$ cat config.mk
export PLATFORM = sky130hd
export DESIGN_NAME = wslc_watchdog
export DESIGN_NICKNAME = d
export VERILOG_FILES = /design/src/wslc_pkg.sv /design/src/wslc_watchdog.sv
export SDC_FILE = /design/constraint.sdc
export NUM_CORES = 1
export LEC_CHECK = 0
export BUFFER_PORTS_ARGS = -buffer_cell sky130_fd_sc_hd__buf_2
export CORE_UTILIZATION = 63
export CTS_CLUSTER_DIAMETER = 100
export CTS_CLUSTER_SIZE = 25
export DETAILED_ROUTE_END_ITERATION = 10
export PLACE_DENSITY_LB_ADDON = 0.15
export SLEW_MARGIN = 0
export SYNTH_ARGS = -nofsm -noshare
export SYNTH_HDL_FRONTEND = slang
export SYNTH_SLANG_ARGS = --single-unit
$ cat constraint.sdc
create_clock -name clk -period 4.9 [get_ports clk]
set_clock_uncertainty 0.05 [all_clocks]
set_input_delay 0.245 -clock clk [delete_from_list [all_inputs] [get_ports clk]]
set_output_delay 0.245 -clock clk [all_outputs]
set_load 0.05 [all_outputs]
$ cat src/wslc_pkg.sv
// Package of offsets, fields, reset values and states for the watchdog
package wslc_pkg;

  // Register offsets
  localparam logic [7:0] WSLC_CTRL_OFS = 8'h00;
  localparam logic [7:0] WSLC_STAT_OFS = 8'h01;

  // Control register fields
  localparam int WSLC_WIN_MSB = 7;
  localparam int WSLC_WIN_LSB = 4;
  localparam int WSLC_PER_MSB = 3;
  localparam int WSLC_PER_LSB = 0;

  // Status register fields
  localparam int WSLC_LOCK_BIT = 7;
  localparam int WSLC_BUSY_BIT = 0;
  localparam logic [7:0] WSLC_STAT_RST = 8'h00;

  // Period codes
  localparam logic [3:0] WSLC_CODE_OFF = 4'h0;
  localparam logic [3:0] WSLC_CODE_MAX = 4'hb;

  // Slow-clock lengths: code 1 gives 8 cycles, doubling per code up to code 11; higher codes stay at the maximum
  localparam int WSLC_CNT_W = 14;
  localparam logic [13:0] WSLC_LEN_BASE = 14'h0008;
  localparam logic [13:0] WSLC_LEN_MAX = 14'h2000;

  // Unlock window in CPU cycles after the key is written
  localparam logic [2:0] WSLC_GUARD_CYC = 3'h4;

  // Last sync stage; a kick or a control write crosses on the second slow-clock edge
  localparam logic [1:0] WSLC_SYNC_LAST = 2'h1;

  // Counter sequence states
  typedef enum logic [2:0] {
    WSLC_ST_OFF,
    WSLC_ST_NORMAL,
    WSLC_ST_CLOSED,
    WSLC_ST_OPEN,
    WSLC_ST_RESET
  } wslc_state_t;

endpackage

$ cat src/wslc_watchdog.sv
// Watchdog with normal and window modes, write guard, lock and sync flags
`timescale 1ns/1ns
module wslc_watchdog
  import wslc_pkg::*;
(
  input wire logic clk,
  input wire logic rst_n,
  input wire logic [7:0] reg_addr,
  input wire logic [7:0] reg_wdata,
  input wire logic reg_we,
  input wire logic reg_re,
  output logic [7:0] reg_rdata,
  input wire logic slow_tick_clock,
  input wire logic kick_instruction,
  input wire logic guard_unlock,
  input wire logic debug_mode,
  input wire logic debug_halt,
  input wire logic [7:0] boot_config_fuse,
  input wire logic boot_done,
  input wire logic reset_ack,
  output logic sys_reset_req
);

  // Length in slow cycles for a period or window code
  function automatic logic [13:0] code_len(input logic [3:0] code);
    logic [13:0] len;
    len = 14'h0000;
    if (code > WSLC_CODE_MAX)
      len = WSLC_LEN_MAX;
    else if (code != WSLC_CODE_OFF)
      len = WSLC_LEN_BASE << (code - 4'h1);
    return len;
  endfunction

  logic [7:0] ctrl;
  logic [7:0] ctrl_act;
  logic lock;
  logic busy;
  logic [1:0] ctrl_stage;
  logic kick_pend;
  logic [1:0] kick_stage;
  logic [2:0] guard_cnt;
  logic tick_q;
  logic boot_q;
  logic [WSLC_CNT_W-1:0] cnt;
  wslc_state_t state;

  logic tick;
  logic guard_open;
  logic ctrl_wr;
  logic stat_wr;
  logic ctrl_go;
  logic kick_go;
  logic [3:0] per_code;
  logic [3:0] win_code;
  logic [13:0] per_len;
  logic [13:0] win_len;

  // Tick edge, bus decode and lengths
  assign tick = slow_tick_clock & ~tick_q;
  assign guard_open = (guard_cnt != 3'h0);
  assign ctrl_wr = reg_we && (reg_addr == WSLC_CTRL_OFS);
  assign stat_wr = reg_we && (reg_addr == WSLC_STAT_OFS);
  assign ctrl_go = busy && tick && (ctrl_stage == WSLC_SYNC_LAST);
  assign kick_go = kick_pend && tick && (kick_stage == WSLC_SYNC_LAST);
  assign per_code = ctrl_act[WSLC_PER_MSB:WSLC_PER_LSB];
  assign win_code = ctrl_act[WSLC_WIN_MSB:WSLC_WIN_LSB];
  assign per_len = code_len(per_code);
  assign win_len = code_len(win_code);

  // Edge history of the tick and boot-done inputs
  always_ff @(posedge clk)
  begin
    if (!rst_n)
    begin
      tick_q <= 1'b0;
      boot_q <= 1'b0;
    end
    else
    begin
      tick_q <= slow_tick_clock;
      boot_q <= boot_done;
    end
  end

  // Unlock window opened by the key, closed by use or timeout
  always_ff @(posedge clk)
  begin
    if (!rst_n)
      guard_cnt <= 3'h0;
    else if (guard_unlock)
      guard_cnt <= WSLC_GUARD_CYC;
    else if ((ctrl_wr || stat_wr) && guard_open)
      guard_cnt <= 3'h0;
    else if (guard_open)
      guard_cnt <= guard_cnt - 3'h1;
  end

  // Control register, guarded and lockable, reset from fuse
  always_ff @(posedge clk)
  begin
    if (!rst_n)
      ctrl <= boot_config_fuse;
    else if (ctrl_wr && guard_open && !lock)
      ctrl <= reg_wdata;
  end

  // Transfer of control into the slow domain
  always_ff @(posedge clk)
  begin
    if (!rst_n)
    begin
      busy <= 1'b0;
      ctrl_stage <= 2'h0;
      ctrl_act <= boot_config_fuse;
    end
    else if (ctrl_wr && guard_open && !lock)
    begin
      busy <= 1'b1;
      ctrl_stage <= 2'h0;
    end
    else if (ctrl_go)
    begin
      busy <= 1'b0;
      ctrl_act <= ctrl;
    end
    else if (busy && tick)
      ctrl_stage <= ctrl_stage + 2'h1;
  end

  // Lock bit: guarded set, clear only in debug, auto set after boot
  always_ff @(posedge clk)
  begin
    if (!rst_n)
      lock <= WSLC_STAT_RST[WSLC_LOCK_BIT];
    else if (boot_done && !boot_q && (ctrl[WSLC_PER_MSB:WSLC_PER_LSB] != WSLC_CODE_OFF))
      lock <= 1'b1;
    else if (stat_wr && guard_open)
    begin
      if (reg_wdata[WSLC_LOCK_BIT])
        lock <= 1'b1;
      else if (debug_mode)
        lock <= 1'b0;
    end
  end

  // Kick transfer; a second kick while pending is dropped
  always_ff @(posedge clk)
  begin
    if (!rst_n)
    begin
      kick_pend <= 1'b0;
      kick_stage <= 2'h0;
    end
    else if (kick_go)
      kick_pend <= 1'b0;
    else if (kick_instruction && !kick_pend)
    begin
      kick_pend <= 1'b1;
      kick_stage <= 2'h0;
    end
    else if (kick_pend && tick)
      kick_stage <= kick_stage + 2'h1;
  end

  // Time-out sequence on slow ticks; a tick in debug halt clears the count except in the reset state
  always_ff @(posedge clk)
  begin
    if (!rst_n)
    begin
      state <= WSLC_ST_OFF;
      cnt <= '0;
      sys_reset_req <= 1'b0;
    end
    else if (state == WSLC_ST_RESET)
    begin
      if (reset_ack)
      begin
        sys_reset_req <= 1'b0;
        state <= WSLC_ST_OFF;
        cnt <= '0;
      end
    end
    else if (tick && debug_halt)
    begin
      cnt <= '0;
      state <= (per_code != WSLC_CODE_OFF) ? WSLC_ST_NORMAL : WSLC_ST_OFF;
    end
    else if (tick)
    begin
      if (per_code == WSLC_CODE_OFF)
      begin
        state <= WSLC_ST_OFF;
        cnt <= '0;
      end
      else
      begin
        unique case (state)
          WSLC_ST_OFF:
          begin
            state <= WSLC_ST_NORMAL;
            cnt <= '0;
          end
          WSLC_ST_NORMAL:
          begin
            if (kick_go)
            begin
              cnt <= '0;
              state <= (win_code != WSLC_CODE_OFF) ? WSLC_ST_CLOSED : WSLC_ST_NORMAL;
            end
            else if (cnt >= per_len - 14'h1)
            begin
              state <= WSLC_ST_RESET;
              sys_reset_req <= 1'b1;
            end
            else
              cnt <= cnt + 14'h1;
          end
          WSLC_ST_CLOSED:
          begin
            if (win_code == WSLC_CODE_OFF)
            begin
              state <= WSLC_ST_NORMAL;
              cnt <= '0;
            end
            else if (kick_go)
            begin
              state <= WSLC_ST_RESET;
              sys_reset_req <= 1'b1;
            end
            else if (cnt >= win_len - 14'h1)
            begin
              state <= WSLC_ST_OPEN;
              cnt <= '0;
            end
            else
              cnt <= cnt + 14'h1;
          end
          WSLC_ST_OPEN:
          begin
            if (kick_go)
            begin
              cnt <= '0;
              state <= (win_code != WSLC_CODE_OFF) ? WSLC_ST_CLOSED : WSLC_ST_NORMAL;
            end
            else if (cnt >= per_len - 14'h1)
            begin
              state <= WSLC_ST_RESET;
              sys_reset_req <= 1'b1;
            end
            else
              cnt <= cnt + 14'h1;
          end
          WSLC_ST_RESET:
            state <= WSLC_ST_RESET;
        endcase
      end
    end
  end

  // Read data one cycle after the strobe; unmapped reads give zero
  always_ff @(posedge clk)
  begin
    if (!rst_n)
      reg_rdata <= 8'h00;
    else if (reg_re && (reg_addr == WSLC_CTRL_OFS))
      reg_rdata <= ctrl;
    else if (reg_re && (reg_addr == WSLC_STAT_OFS))
      reg_rdata <= {lock, 6'h00, busy};
    else
      reg_rdata <= 8'h00;
  end

  // Checks
  property p_busy_set;
    @(posedge clk) disable iff (!rst_n)
      (ctrl_wr && guard_open && !lock) |=> busy;
  endproperty
  a_busy_set: assert property (p_busy_set) else $error("pending flag not set");

  property p_busy_clr;
    @(posedge clk) disable iff (!rst_n)
      (ctrl_go && !ctrl_wr) |=> (!busy && (ctrl_act == $past(ctrl)));
  endproperty
  a_busy_clr: assert property (p_busy_clr) else $error("transfer did not finish");

  property p_unguarded;
    @(posedge clk) disable iff (!rst_n)
      (ctrl_wr && !guard_open) |=> $stable(ctrl);
  endproperty
  a_unguarded: assert property (p_unguarded) else $error("unguarded write took");

  property p_guard_len;
    @(posedge clk) disable iff (!rst_n)
      (guard_unlock ##1 (!guard_unlock && !ctrl_wr && !stat_wr) [*4]) |=> !guard_open;
  endproperty
  a_guard_len: assert property (p_guard_len) else $error("guard window too long");

  property p_locked_ctrl;
    @(posedge clk) disable iff (!rst_n)
      lock |=> $stable(ctrl);
  endproperty
  a_locked_ctrl: assert property (p_locked_ctrl) else $error("locked control changed");

  property p_lock_keep;
    @(posedge clk) disable iff (!rst_n)
      (lock && !debug_mode) |=> lock;
  endproperty
  a_lock_keep: assert property (p_lock_keep) else $error("lock cleared outside debug");

  property p_halt_clr;
    @(posedge clk) disable iff (!rst_n)
      (tick && debug_halt && !sys_reset_req) |=> (cnt == '0 && state != WSLC_ST_CLOSED);
  endproperty
  a_halt_clr: assert property (p_halt_clr) else $error("halt did not clear");

  property p_kick_drop;
    @(posedge clk) disable iff (!rst_n)
      (kick_pend && kick_instruction && !tick) |=> (kick_pend && $stable(kick_stage));
  endproperty
  a_kick_drop: assert property (p_kick_drop) else $error("second kick restarted");

  property p_closed_kick;
    @(posedge clk) disable iff (!rst_n)
      (state == WSLC_ST_CLOSED && kick_go && !debug_halt && win_code != WSLC_CODE_OFF
       && per_code != WSLC_CODE_OFF) |=> sys_reset_req;
  endproperty
  a_closed_kick: assert property (p_closed_kick) else $error("closed kick missed");

  property p_req_hold;
    @(posedge clk) disable iff (!rst_n)
      (sys_reset_req && !reset_ack) |=> sys_reset_req;
  endproperty
  a_req_hold: assert property (p_req_hold) else $error("reset request dropped");

  property p_kick_slow;
    @(posedge clk) disable iff (!rst_n)
      (kick_instruction && !kick_pend) |=> !kick_go;
  endproperty
  a_kick_slow: assert property (p_kick_slow) else $error("kick crossed too fast");

  c_window_seq: cover property (@(posedge clk) disable iff (!rst_n)
    state == WSLC_ST_CLOSED ##[1:1000] state == WSLC_ST_OPEN);
  c_expiry: cover property (@(posedge clk) disable iff (!rst_n)
    $rose(sys_reset_req));
  c_lock_debug: cover property (@(posedge clk) disable iff (!rst_n)
    lock ##1 !lock);
  c_ctrl_sync: cover property (@(posedge clk) disable iff (!rst_n)
    ctrl_go);

endmodule // wslc_watchdog

==> impl_metrics.py <==
metrics = {
    "route": {
        "met2_wirelength_um": 4130,
        "vias": 3245,
        "ant_nets": 0,
        "route.detailed.wl_per_inst_um": 16.0,
        "drtIter0Drc": 199,
        "avgViaCountPerCell": 6.22,
        "first_pass_iters": 5,
        "drc_errors": 0,
        "top_layer_used": "met4",
        "wirelength_um": 8330,
        "wl_met3_um": 337,
        "drt-met1-wl_um": 3650,
    },
    "logic_synthesis": {
        "syn-instance-count": 421,
        "synth_edf_count": 16,
        "yosys_warnings": 0,
        "ys_async_sr_fraction": 0,
        "seq_area_frac_synth": 0.342,
        "ys_ff_latch": 54,
        "synth_area_per_cell_um2": 8.61,
        "yosys_most_used_dff": "dfxtp_1",
        "synth_area_mm2": 0.00363,
        "synth_cell_type_count": 64,
        "syn-num-nets": 485,
    },
    "floorplan": {
        "core_area_mm2": 0.00554,
        "start_util": 0.654,
        "rows": 27,
        "die-area_mm2": 0.00606,
        "die_h_um": 77.9,
        "die-width_um": 77.9,
        "pin_count": 44,
    },
    "power_and_ir_drop": {
        "peakVddDrop_mv": 0.164,
        "power.leakage_nw": 1.68,
        "total_power_w": 0.00103,
        "power_density_mw_per_mm2": 262,
    },
    "finish": {
        "drive_above_1_share": 0.151,
        "fill_cells": 435,
        "areaGrowthSynthToFinish_pct": 8.39,
        "layout_commonest_cell": "nand2_1",
        "nets": 513,
        "post-route-util": 0.709,
        "final_area_mm2": 0.00393,
        "n_antenna_cell": 0,
        "layout_common_cells": "67 x nand2_1, 43 x nor2_1, 43 x buf_2, 38 x dfxtp_1, 29 x ha_1",
        "finalNonFillerCells": 522,
    },
    "setup_path": {
        "cp.required_ps": 5090,
        "cp_max_fo": 9,
        "slowest_stage": "edfxtp_1",
        "crit_arrival_ps": 3730,
        "cpPeakStageDelay_ps": 560,
        "critPathTopFamily": "compound AO/OA/AOI/OAI gates",
        "crit_path_end_kind": "flop",
        "critical_path_class": "flop to flop",
        "cp_num_buf_inv": 1,
        "start_kind": "flop",
        "crit_chain": "inv_1 > nor2_1 > nand2_1 > ha_1 > a21boi_0 > a31oi_1 > ha_1 > a211oi_1 > nor2_1 > o41ai_4 > and3_1 > nand2_1 > o32ai_2",
    },
    "clock_tree": {
        "clockBufferDepth": 2,
        "clock_latency_ps": 320,
        "path_clk_slew_ps": 110,
        "cts_setup_buffers": 0,
        "h-tree-depth": 2,
        "clockRootBuffer": "clkbuf_8",
        "tritoncts": "built",
        "ctsHoldBuffers": 0,
        "cts_resized": 0,
        "cts_inserted_buffers": 5,
        "cts.sinks": 54,
    },
    "global_route": {
        "grt_pass1_vias": 3046,
        "grt_use_total": 0.291,
        "grt_max_degree": 45,
        "grt_pass1_wl_um": 13900,
        "antenna_found_initial": 0,
        "grt_overflow": 0,
    },
    "sta": {
        "slew_viol_final": 0,
        "setup_viol": 0,
        "fin_crit_sh": 0.723,
        "tns_ps": 0,
        "fin_crit_ps": 3540,
        "tightest_slew_ps": 777,
        "timing.fmax_mhz": 282,
        "rsz0062_at_grt": "no",
        "hold_violations": 0,
        "slew_headroom": 0.482,
    },
    "job": {
        "cap_violations": 0,
    },
    "placed_design": {
        "dpl.hpwl_um": 6160,
        "port_buffers": 43,
        "dp_cells": 514,
        "gp_congestion": 0.880,
        "dpl_cell_area_mm2": 0.00381,
    },
    "hold_path": {
        "hold_class": "primary input to flop",
    },
    "outcome": {
        "status": "finished clean",
    },
}
metrics by stage:
stage	worst slack (ps)	hold slack, ps
2_1_floorplan	1770	312
3_3_place_gp	1560	413
3_5_place_dp	1450	421
4_1_cts	1420	87.2
5_1_grt	1050	89.5
6_report	1360	86.1
power by group:
group | switching, W | internal (W) | total, W | leakage (nW)
combinational | 0.000116 | 0.0000824 | 0.000198 | 1.15
sequential | 0.0000281 | 0.000482 | 0.000510 | 0.466
clock | 0.000164 | 0.000155 | 0.000320 | 0.0587
kinds of logic (layout without fill, tap and decap cells):
group / after synthesis / count (layout) / synth area share
AND/OR/NAND/NOR: 188 / 188 / 0.268
XOR/XNOR: 6 / 6 / 0.0145
flip-flops: 54 / 54 / 0.342
adder cells (fa/ha/maj): 29 / 29 / 0.100
AO/OA/AOI/OAI: 101 / 101 / 0.212
multiplexers: 5 / 5 / 0.0141
buffers and inverters: 38 / 67 / 0.0490
registers in the layout, summed over array words and instances (netlist names):
register and count:
state 3, kick_pend 1, ctrl_stage 2, guard_cnt 3, reg_rdata 8, busy 1, ctrl_act 8, lock 1
cnt 14, kick_stage 2, tick_q 1, ctrl 8, boot_q 1, sys_reset_req 1
final cells by class:
type                    count  area [um^2]  share of cell area
well taps                  72         90.1              0.0229
repair buffers             43          215              0.0548
multi-input cells         329         2210               0.562
clock buffers               5         68.8              0.0175
flip-flops and latches     54         1240               0.316
inverters                  16         60.1              0.0153
clock inverters             3         47.5              0.0121
cell usage after synthesis (10+ instances only):
library cell  count  area share
a21oi_1          22       0.030
clkbuf_1         13       0.013
dfxtp_1          38        0.21
edfxtp_1         16        0.13
ha_1             29        0.10
inv_1            16       0.017
nand2_1          67       0.069
nand3_1          13       0.018
nor2_1           43       0.045
nor3_1           14       0.019
o21ai_0          17       0.023
o2bb2ai_1        10       0.024
metal layers:
layer / up-vias / GRT usage
met4: 0 / 0.132
li1: 1601 / -
met5: - / 0
met3: 23 / 0.0471
met2: 114 / 0.496
met1: 1507 / 0.357
worst paths after layout:
path | start | to | slack (ps) | depth (start not counted)
worst max register to register | ctrl_act[4]$_DFFE_PP_ | cnt[10]$_SDFFE_PN0P_ | 1360 | 13
worst max-delay path | ctrl_act[4]$_DFFE_PP_ | cnt[10]$_SDFFE_PN0P_ | 1360 | 13
worst min register to register | guard_cnt[1]$_SDFFE_PP0N_ | guard_cnt[1]$_SDFFE_PP0N_ | 460 | 2
worst min-delay path | boot_done | boot_q$_SDFF_PN0_ | 90 | 2
No activity file was read; power rests on OpenSTA's default activity.
